===== src/serial_master_cfg.svh =====
/*
 Constants for the paced serial master: clock rates, timer counts,
 command codes and buffer size. Assumes a 40 MHz block clock.
*/
`ifndef SERIAL_MASTER_CFG_SVH
`define SERIAL_MASTER_CFG_SVH

// Clock and link rate
`define CLK_FREQ_KHZ 40000
`define BIT_RATE_KBPS 1000
`define SCK_HALF_CYC ((`CLK_FREQ_KHZ / `BIT_RATE_KBPS) / 2)

// Character format
`define CHAR_BITS 8

// Timer prescaler and tick counts
`define TICK_DIV 128
`define SLOT_US 1000
`define TIMEOUT_US 10
`define SLOT_TICKS ((`CLK_FREQ_KHZ * `SLOT_US) / (1000 * `TICK_DIV))
`define TIMEOUT_TICKS_RAW ((`CLK_FREQ_KHZ * `TIMEOUT_US) / (1000 * `TICK_DIV))
`define TIMEOUT_TICKS ((`TIMEOUT_TICKS_RAW < 1) ? 1 : `TIMEOUT_TICKS_RAW)

// Command codes and fields
`define CMD_STATUS 8'h00
`define CMD_RX_TOP 2'h1
`define CMD_TX_TOP 2'h2
`define CMD_TRX_TOP 2'h3
`define COUNT_W 6

// Local buffer size and filler
`define BUF_SIZE 8
`define FILLER_BYTE 8'hFF

`endif


===== src/serial_master_pkg.sv =====
/*
 Types for the paced serial master: sequencer states and step codes.
 Assumes serial_master_cfg.svh carries the numeric constants.
*/
package serial_master_pkg;

	typedef enum logic [2:0] {
		ST_WAIT_SLOT = 3'b000,
		ST_SEL_WAIT = 3'b001,
		ST_CMD = 3'b010,
		ST_CMD_WAIT = 3'b011,
		ST_DATA = 3'b100,
		ST_END = 3'b101,
		ST_HALT = 3'b110
	} seq_state_t;

	typedef enum logic [1:0] {
		STEP_STATUS = 2'b00,
		STEP_TX = 2'b01,
		STEP_TRX = 2'b10,
		STEP_RX = 2'b11
	} step_t;

endpackage


===== src/serial_master.sv =====
/*
 Paced serial master serving two slaves in turn with a busy handshake.
 Assumes busy and serial_data_in come from pins outside the clock
 domain, and that a slave pulls busy low when ready.
*/
// Overview of operation
// - Eight-bit characters, MSB first, type-1 phase
// - Serial clock gives one megabit per second
// - Character end pulse drives next character
// - Timers count clock divided by 128
// - One millisecond slot tick starts each step
// - Ten microsecond timeout on busy handshake
// - Slot tick selects slave, waits for busy
// - Busy timeout deselects slave, aborts sequence
// - Steps: status, transmit, exchange, receive
// - Status step sends command, reads one byte
// - Exchange data must equal complement of sent
// - Data mismatch halts all further communication
// - Sequence end toggles slave choice, restarts
// - Every operation opens with one command byte
// - Count is min of status and buffer
// - Status check command is all zeros
// - Receive command: top bits 01 plus count
// - Transmit command: top bits 10 plus count
// - Exchange command: top bits 11 plus count
// - After command, wait busy low again, timed
// - Chip select falling edge starts timeout
`timescale 1ns/1ps
`include "serial_master_cfg.svh"

module serial_master
	import serial_master_pkg::*;
#(
	parameter int SLOT_TICKS = `SLOT_TICKS,
	parameter int TIMEOUT_TICKS = `TIMEOUT_TICKS,
	parameter int BUF_SIZE = `BUF_SIZE
) (
	// Clock and reset
	input wire logic clk,
	input wire logic rst_n,
	// Serial link pins
	output logic serial_clock_out,
	output logic serial_data_out,
	input wire logic serial_data_in,
	input wire logic busy,
	output logic cs1_n,
	output logic cs2_n,
	// Status and events
	output logic slave_choice_flag,
	output logic slot_tick_interrupt,
	output logic transfer_end_interrupt,
	output logic timeout_event,
	output logic halted,
	output logic [7:0] last_status
);

	// Pin synchronisers
	logic busy_meta_reg, busy_sync_reg;
	logic sdi_meta_reg, sdi_sync_reg;

	// Timers
	logic [6:0] pre_cnt_reg;
	logic [15:0] slot_cnt_reg;
	logic [7:0] to_cnt_reg;
	logic div_tick;

	// Sequencer state
	seq_state_t state_reg, state_next;
	step_t step_reg;
	logic [5:0] count_reg;
	logic [5:0] idx_reg;
	logic [7:0] seed_reg;
	logic abort_reg;
	logic inflight_reg;
	logic cs_act_reg;

	// Shifter handshake
	logic sh_start;
	logic sh_done;
	logic [7:0] sh_rx;
	logic [7:0] sh_tx;

	// Decodes
	logic timed_out;
	logic ready_seen;
	logic [5:0] n_bytes;
	logic last_byte;
	logic [7:0] cmd_byte;
	logic [7:0] pattern_now;
	logic mismatch;

	// Transmit data pattern for byte index of a sequence
	function automatic logic [7:0] pattern(input logic [7:0] seed, input logic [5:0] idx);
		pattern = seed + {2'b00, idx};
	endfunction

	// Smaller of reported count and local buffer
	function automatic logic [5:0] clamp_count(input logic [5:0] rep);
		clamp_count = (rep < 6'(BUF_SIZE)) ? rep : 6'(BUF_SIZE);
	endfunction

	// Two flip-flops before any logic reads a pin
	always_ff @(posedge clk or negedge rst_n) begin
		if (!rst_n) begin
			busy_meta_reg <= 1'b1;
			busy_sync_reg <= 1'b1;
			sdi_meta_reg <= 1'b1;
			sdi_sync_reg <= 1'b1;
		end else begin
			busy_meta_reg <= busy;
			busy_sync_reg <= busy_meta_reg;
			sdi_meta_reg <= serial_data_in;
			sdi_sync_reg <= sdi_meta_reg;
		end
	end

	// Divide by 128 for the timer tick
	assign div_tick = (pre_cnt_reg == 7'(`TICK_DIV - 1));

	always_ff @(posedge clk or negedge rst_n) begin
		if (!rst_n) begin
			pre_cnt_reg <= 7'h00;
		end else begin
			pre_cnt_reg <= pre_cnt_reg + 7'h01;
		end
	end

	// Slot timer, free running; tick every millisecond
	always_ff @(posedge clk or negedge rst_n) begin
		if (!rst_n) begin
			slot_cnt_reg <= 16'h0000;
			slot_tick_interrupt <= 1'b0;
		end else begin
			slot_tick_interrupt <= 1'b0;
			if (div_tick) begin
				if (slot_cnt_reg == 16'(SLOT_TICKS - 1)) begin
					slot_cnt_reg <= 16'h0000;
					slot_tick_interrupt <= 1'b1;
				end else begin
					slot_cnt_reg <= slot_cnt_reg + 16'h0001;
				end
			end
		end
	end

	// Timeout timer; cleared on every state change, so it restarts at
	// the select edge and again after the command byte
	always_ff @(posedge clk or negedge rst_n) begin
		if (!rst_n) begin
			to_cnt_reg <= 8'h00;
		end else if (state_next != state_reg) begin
			to_cnt_reg <= 8'h00;
		end else if (div_tick && !timed_out) begin
			to_cnt_reg <= to_cnt_reg + 8'h01;
		end
	end

	// Tick phase is not aligned to the select, so the real window is
	// up to one tick shorter than the nominal one
	assign timed_out = (to_cnt_reg >= 8'(TIMEOUT_TICKS));
	assign ready_seen = !busy_sync_reg;

	// Step decodes
	assign n_bytes = (step_reg == STEP_STATUS) ? 6'h01 : count_reg;
	assign last_byte = (idx_reg + 6'h01 >= n_bytes);
	assign pattern_now = pattern(seed_reg, idx_reg);

	// Command byte per step, count in the low six bits
	assign cmd_byte = (step_reg == STEP_STATUS) ? `CMD_STATUS :
		(step_reg == STEP_TX) ? {`CMD_TX_TOP, count_reg} :
		(step_reg == STEP_TRX) ? {`CMD_TRX_TOP, count_reg} :
		{`CMD_RX_TOP, count_reg};

	// Byte offered to the shifter; filler on receive-only steps
	assign sh_tx = (state_reg == ST_CMD) ? cmd_byte :
		(step_reg == STEP_TX || step_reg == STEP_TRX) ? pattern_now :
		`FILLER_BYTE;

	// Received data check on exchange and receive steps
	assign mismatch = (step_reg == STEP_TRX) ? (sh_rx != ~pattern_now) :
		(step_reg == STEP_RX) ? (sh_rx != pattern_now) : 1'b0;

	// One byte at a time; next one waits for the end pulse
	assign sh_start = (state_reg == ST_CMD || state_reg == ST_DATA) && !inflight_reg;

	// Sequencer next state
	always_comb begin
		state_next = state_reg;
		unique case (state_reg)
			ST_WAIT_SLOT: begin
				if (slot_tick_interrupt) begin
					state_next = ST_SEL_WAIT;
				end
			end
			ST_SEL_WAIT: begin
				if (ready_seen) begin
					state_next = ST_CMD;
				end else if (timed_out) begin
					state_next = ST_END;
				end
			end
			ST_CMD: begin
				if (sh_done) begin
					state_next = ST_CMD_WAIT;
				end
			end
			ST_CMD_WAIT: begin
				if (ready_seen) begin
					state_next = (n_bytes == 6'h00) ? ST_END : ST_DATA;
				end else if (timed_out) begin
					state_next = ST_END;
				end
			end
			ST_DATA: begin
				if (sh_done && mismatch) begin
					state_next = ST_HALT;
				end else if (sh_done && last_byte) begin
					state_next = ST_END;
				end
			end
			ST_END: begin
				state_next = ST_WAIT_SLOT;
			end
			ST_HALT: begin
				state_next = ST_HALT;
			end
			default: begin
				state_next = ST_HALT;
			end
		endcase
	end

	always_ff @(posedge clk or negedge rst_n) begin
		if (!rst_n) begin
			state_reg <= ST_WAIT_SLOT;
		end else begin
			state_reg <= state_next;
		end
	end

	// Byte in flight flag
	always_ff @(posedge clk or negedge rst_n) begin
		if (!rst_n) begin
			inflight_reg <= 1'b0;
		end else if (sh_start) begin
			inflight_reg <= 1'b1;
		end else if (sh_done) begin
			inflight_reg <= 1'b0;
		end
	end

	// Byte index within a step
	always_ff @(posedge clk or negedge rst_n) begin
		if (!rst_n) begin
			idx_reg <= 6'h00;
		end else if (state_reg != ST_DATA) begin
			idx_reg <= 6'h00;
		end else if (sh_done) begin
			idx_reg <= idx_reg + 6'h01;
		end
	end

	// Status capture and data count
	always_ff @(posedge clk or negedge rst_n) begin
		if (!rst_n) begin
			count_reg <= 6'h00;
			last_status <= 8'h00;
		end else if (state_reg == ST_DATA && sh_done && step_reg == STEP_STATUS) begin
			last_status <= sh_rx;
			count_reg <= clamp_count(sh_rx[5:0]);
		end
	end

	// Abort mark for a timed-out handshake
	always_ff @(posedge clk or negedge rst_n) begin
		if (!rst_n) begin
			abort_reg <= 1'b0;
			timeout_event <= 1'b0;
		end else begin
			timeout_event <= 1'b0;
			if ((state_reg == ST_SEL_WAIT || state_reg == ST_CMD_WAIT) && !ready_seen && timed_out) begin
				abort_reg <= 1'b1;
				timeout_event <= 1'b1;
			end else if (state_reg == ST_END) begin
				abort_reg <= 1'b0;
			end
		end
	end

	// Step order, slave switch and next data seed
	always_ff @(posedge clk or negedge rst_n) begin
		if (!rst_n) begin
			step_reg <= STEP_STATUS;
			slave_choice_flag <= 1'b0;
			seed_reg <= 8'h00;
		end else if (state_reg == ST_END) begin
			if (abort_reg || step_reg == STEP_RX) begin
				step_reg <= STEP_STATUS;
				slave_choice_flag <= !slave_choice_flag;
				if (!abort_reg) begin
					seed_reg <= seed_reg + 8'h01;
				end
			end else begin
				step_reg <= step_t'(step_reg + 2'b01);
			end
		end
	end

	// Chip select held from slot tick to step end
	always_ff @(posedge clk or negedge rst_n) begin
		if (!rst_n) begin
			cs_act_reg <= 1'b0;
		end else if (state_next == ST_SEL_WAIT && state_reg == ST_WAIT_SLOT) begin
			cs_act_reg <= 1'b1;
		end else if (state_next == ST_END || state_next == ST_HALT) begin
			cs_act_reg <= 1'b0;
		end
	end

	// Select lines as flops so no glitch reaches the slave
	always_ff @(posedge clk or negedge rst_n) begin
		if (!rst_n) begin
			cs1_n <= 1'b1;
			cs2_n <= 1'b1;
		end else begin
			cs1_n <= !(cs_act_reg && !slave_choice_flag);
			cs2_n <= !(cs_act_reg && slave_choice_flag);
		end
	end

	// Halt indicator
	assign halted = (state_reg == ST_HALT);

	// Shift engine; its done pulse is the transfer end event
	serial_shifter #(
		.HALF_CYC(`SCK_HALF_CYC)
	) u_shifter (
		.clk(clk),
		.rst_n(rst_n),
		.start(sh_start),
		.tx_byte(sh_tx),
		.done(sh_done),
		.rx_byte(sh_rx),
		.serial_in(sdi_sync_reg),
		.sck(serial_clock_out),
		.sdo(serial_data_out)
	);

	assign transfer_end_interrupt = sh_done;

endmodule


===== src/serial_shifter.sv =====
/*
 Eight-bit MSB-first shifter, type-1 phase: clock idles high, data
 changes on the falling edge, input sampled on the rising edge.
 Assumes serial_in is already synchronised to clk.
*/
`timescale 1ns/1ps
`include "serial_master_cfg.svh"

module serial_shifter #(
	parameter int HALF_CYC = `SCK_HALF_CYC
) (
	// Clock and reset
	input wire logic clk,
	input wire logic rst_n,
	// Byte request
	input wire logic start,
	input wire logic [7:0] tx_byte,
	// Byte result
	output logic done,
	output logic [7:0] rx_byte,
	// Serial pins
	input wire logic serial_in,
	output logic sck,
	output logic sdo
);

	logic [7:0] half_reg;
	logic [2:0] bit_reg;
	logic [7:0] sh_reg;
	logic active_reg;
	logic half_end;

	assign half_end = (half_reg == 8'(HALF_CYC - 1));

	// Bit engine; low phase then high phase per bit
	always_ff @(posedge clk or negedge rst_n) begin
		if (!rst_n) begin
			half_reg <= 8'h00;
			bit_reg <= 3'h0;
			sh_reg <= 8'h00;
			active_reg <= 1'b0;
			sck <= 1'b1;
			sdo <= 1'b1;
			done <= 1'b0;
			rx_byte <= 8'h00;
		end else begin
			done <= 1'b0;
			if (start && !active_reg) begin
				active_reg <= 1'b1;
				sh_reg <= tx_byte;
				sdo <= tx_byte[7];
				sck <= 1'b0;
				half_reg <= 8'h00;
				bit_reg <= 3'h0;
			end else if (active_reg) begin
				half_reg <= half_end ? 8'h00 : half_reg + 8'h01;
				if (half_end && !sck) begin
					sck <= 1'b1;
					sh_reg <= {sh_reg[6:0], serial_in};
				end else if (half_end && sck) begin
					if (bit_reg == 3'h7) begin
						active_reg <= 1'b0;
						done <= 1'b1;
						rx_byte <= sh_reg;
					end else begin
						sck <= 1'b0;
						sdo <= sh_reg[7];
						bit_reg <= bit_reg + 3'h1;
					end
				end
			end
		end
	end

endmodule


===== config.mk =====
export PLATFORM = sky130hd
export DESIGN_NAME = serial_master
export DESIGN_NICKNAME = d
export VERILOG_FILES = /design/src/serial_master_pkg.sv /design/src/serial_master.sv /design/src/serial_shifter.sv
export VERILOG_INCLUDE_DIRS = /design/src
export SDC_FILE = /design/constraint.sdc
export NUM_CORES = 1
export LEC_CHECK = 0
export BUFFER_PORTS_ARGS = -buffer_cell sky130_fd_sc_hd__buf_2
export CAP_MARGIN = 0
export CORE_UTILIZATION = 40
export DETAILED_ROUTE_END_ITERATION = 8
export GPL_TIMING_DRIVEN = 0
export RECOVER_POWER = 50
export REMOVE_ABC_BUFFERS = 1
export SLEW_MARGIN = 40
export SYNTH_ARGS = -nofsm -noshare
export SYNTH_HDL_FRONTEND = slang
export SYNTH_SLANG_ARGS = --single-unit

===== constraint.sdc =====
create_clock -name clk -period 3.5 [get_ports clk]
set_input_delay 0.35 -clock clk [delete_from_list [all_inputs] [get_ports clk]]
set_output_delay 0.35 -clock clk [all_outputs]
set_load 0.02 [all_outputs]

==> impl_metrics.env <==
export IMPL_ys_seq_area_frac=0.499
export IMPL_grt_pass1_wl_um=17500
export IMPL_design_core_area_mm2=0.0132
export IMPL_status="finished with violations"
export IMPL_p_sw_mw=0.464
export IMPL_grt_start_max_net_pins=70
export IMPL_cts_tree="yes"
export IMPL_final_layout_size_suffix_gt1_frac=0.102
export IMPL_worst_setup_path_end_kind="flop"
export IMPL_multiInputGateArea_mm2=0.00258
export IMPL_first_pass_iters=4
export IMPL_gp_congestion=0.810
export IMPL_final_setup_viol_count=0
export IMPL_p_leak_nw=2.83
export IMPL_fin_tns_setup_ns=0
export IMPL_syn_area_per_cell_um2=10.4
export IMPL_grt_pass1_vias=3546
export IMPL_port_buffers=20
export IMPL_ios=21
export IMPL_crit_type="reg -> reg"
export IMPL_dr_total_vias=3694
export IMPL_tightest_slew_ns=2.18
export IMPL_die_w_um=118
export IMPL_async_flop_share=1.00
export IMPL_max_freq_mhz=340
export IMPL_clk_pin_slew_ns=0.06
export IMPL_largest_reg_flops=16
export IMPL_die_area_mm2=0.0139
export IMPL_synth_flop_cell="dfrtp_1"
export IMPL_numCtsBuffers=9
export IMPL_first_iter_violations=121
export IMPL_rr_worst_depth=9
export IMPL_hold_depth=1
export IMPL_hold_viol_final=0
export IMPL_dpl_hpwl_um=7340
export IMPL_antenna_found_initial=0
export IMPL_required_ns=3.78
export IMPL_rows=42
export IMPL_synthCells=519
export IMPL_clockRootBuffer="clkbuf_16"
export IMPL_power_density_mw_per_mm2=376
export IMPL_ys_top_cells_by_area="dfrtp_1 46%, ha_1 5.6%, xnor2_1 5.2%"
export IMPL_synth_edff_count=0
export IMPL_report_final_slew_viol_count=39
export IMPL_total_power_mw=2.23
export IMPL_clk_latency_ns=0.35
export IMPL_fillCellCount=1251
export IMPL_post_cts_buffers=0
export IMPL_maxCapViolCount=1
export IMPL_synth_common_cells="99 x dfrtp_1, 62 x nand2_1, 45 x nor2_1, 32 x xnor2_1, 28 x a21oi_1"
export IMPL_cts_sink_count=107
export IMPL_post_drt_wl_per_cell_um=14.3
export IMPL_synth_top_cell_by_area="dfrtp_1"
export IMPL_skew_ns=0.0113
export IMPL_nNetsFinal=564
export IMPL_dieHeight_um=118
export IMPL_power_frac_comb=0.014
export IMPL_register_area_mm2=0.00269
export IMPL_cp_arrival_ns=3.21
export IMPL_ys_warn_count=0
export IMPL_fin_crit_ns=2.94
export IMPL_rsz0062_at_grt="no"
export IMPL_p_clk_frac=0.430
export IMPL_grt_overflow=0
export IMPL_synthToLayoutAreaGrowth_pct=10.4
export IMPL_power_frac_seq=0.556
export IMPL_period_share=0.839
export IMPL_grtUsageTotal=0.158
export IMPL_synth_distinct_cells=59
export IMPL_internal_power_mw=1.77
export IMPL_initial_utilization=0.408
export IMPL_post_synth_top_count_cell="dfrtp_1"
export IMPL_critPathMaxFanout=8
export IMPL_maxSlewHeadroom=-0.454
export IMPL_yosysTopAreaCellShare=0.460
export IMPL_diodes=0
export IMPL_h_tree_depth=3
export IMPL_synth_area_mm2=0.00539
export IMPL_clk_path_buf_depth=2
export IMPL_ys_ff_latch=107
export IMPL_vdd_drop_max_mv=0.312
export IMPL_violations="max-capacitance violations, max-slew violations"
export IMPL_drc=0
export IMPL_ant_nets=0
export IMPL_vias_per_cell=5.16
export IMPL_critPathLaunchType="flop"
export IMPL_hold_class="in -> reg"
export IMPL_wirelength_um=10200
export IMPL_swShare=0.208
[critical path, stage by stage (launching register included)]
cell and delay (ns):
dfrtp_1 0.45, ha_1 0.27, fa_1 0.43, xnor2_1 0.29
xnor2_1 0.13, nor4_1 0.28, nand3_1 0.14, o41a_1 0.39
a21oi_2 0.30, a21boi_2 0.20
[stage by stage]
step	utilization	instances	hold slack [ns]	worst slack, ns	cell area, um^2
2_1_floorplan	-	502	0.0544	0.958	5310
4_1_cts	0.452	716	0.0908	0.510	5960
3_5_place_dp	0.430	699	0.249	0.552	5670
6_report	0.451	716	0.103	0.563	5950
3_3_place_gp	0.427	698	0.346	0.576	5630
5_1_grt	0.451	716	0.0891	0.274	5950
[layout make-up]
type	instances	area share
clock buffers	13	0.0438
clock inverters	3	0.00358
inverters	11	0.00694
multi-input cells	384	0.434
flip-flops and latches	107	0.452
well taps	176	0.0370
repair buffers	22	0.0227
[cells by family after synthesis]
logic type,share of synthesized area
xor+xnor,0.0967
fa+ha+maj,0.0595
buf+inv,0.0218
flops,0.499
simple gates,0.177
mux,0.0393
compound gates,0.106
[power by group through the flow]
stage | sequential [mW] | clock, mW | combinational (mW)
floorplan | 1.27 | 0 | 0.00101
global route | 1.24 | 1.04 | 0.0366
CTS | 1.24 | 1.00 | 0.0344
finish | 1.24 | 0.961 | 0.0303
detailed placement | 1.27 | 0 | 0.0331
global placement | 1.27 | 0 | 0.0270
[repair_timing]
item | in CTS | in global routing
gates resized for setup | 0 | 0
endpoints found under the hold margin | 34 | 0
hold buffers | 1 | 0
[layer usage]
metal  wire [um]  GRT usage  vias to the layer above  part of all wire
met2        4820      0.254                       44              0.47
met4         141     0.0473                        0             0.014
met5           0          0                        -                 0
met3         343     0.0431                       13             0.034
met1        4910      0.207                     1786              0.48
li1            -          -                     1851                 -
[layout by cell type, fill, tap and decap left out, types with 7 or more instances in the layout]
master	instances
dfrtp_1	99
nand2_1	62
nor2_1	45
xnor2_1	32
a21oi_1	28
ha_1	24
nand3_1	23
xor2_1	22
o21ai_1	21
buf_2	18
mux2_1	17
and3_1	12
nand4_1	11
and2_1	11
clkbuf_16	9
dfstp_2	8
inv_1	7
[final timing paths]
kind | startpoint | to | slack, ns
max | idx_reg[0]$_DFFE_PN0P_ | to_cnt_reg[1]$_DFFE_PN0P_ | 0.56
min | busy | busy_meta_reg$_DFF_PN1_ | 0.10
max reg2reg | idx_reg[0]$_DFFE_PN0P_ | to_cnt_reg[1]$_DFFE_PN0P_ | 0.56
min reg2reg | busy_meta_reg$_DFF_PN1_ | busy_sync_reg$_DFF_PN1_ | 0.35
max in group asynchronous | rst_n | to_cnt_reg[0]$_DFFE_PN0P_ | 1.06
min in group asynchronous | rst_n | seed_reg[2]$_DFFE_PN0P_ | 1.18
No activity file was read; power rests on OpenSTA's default activity.
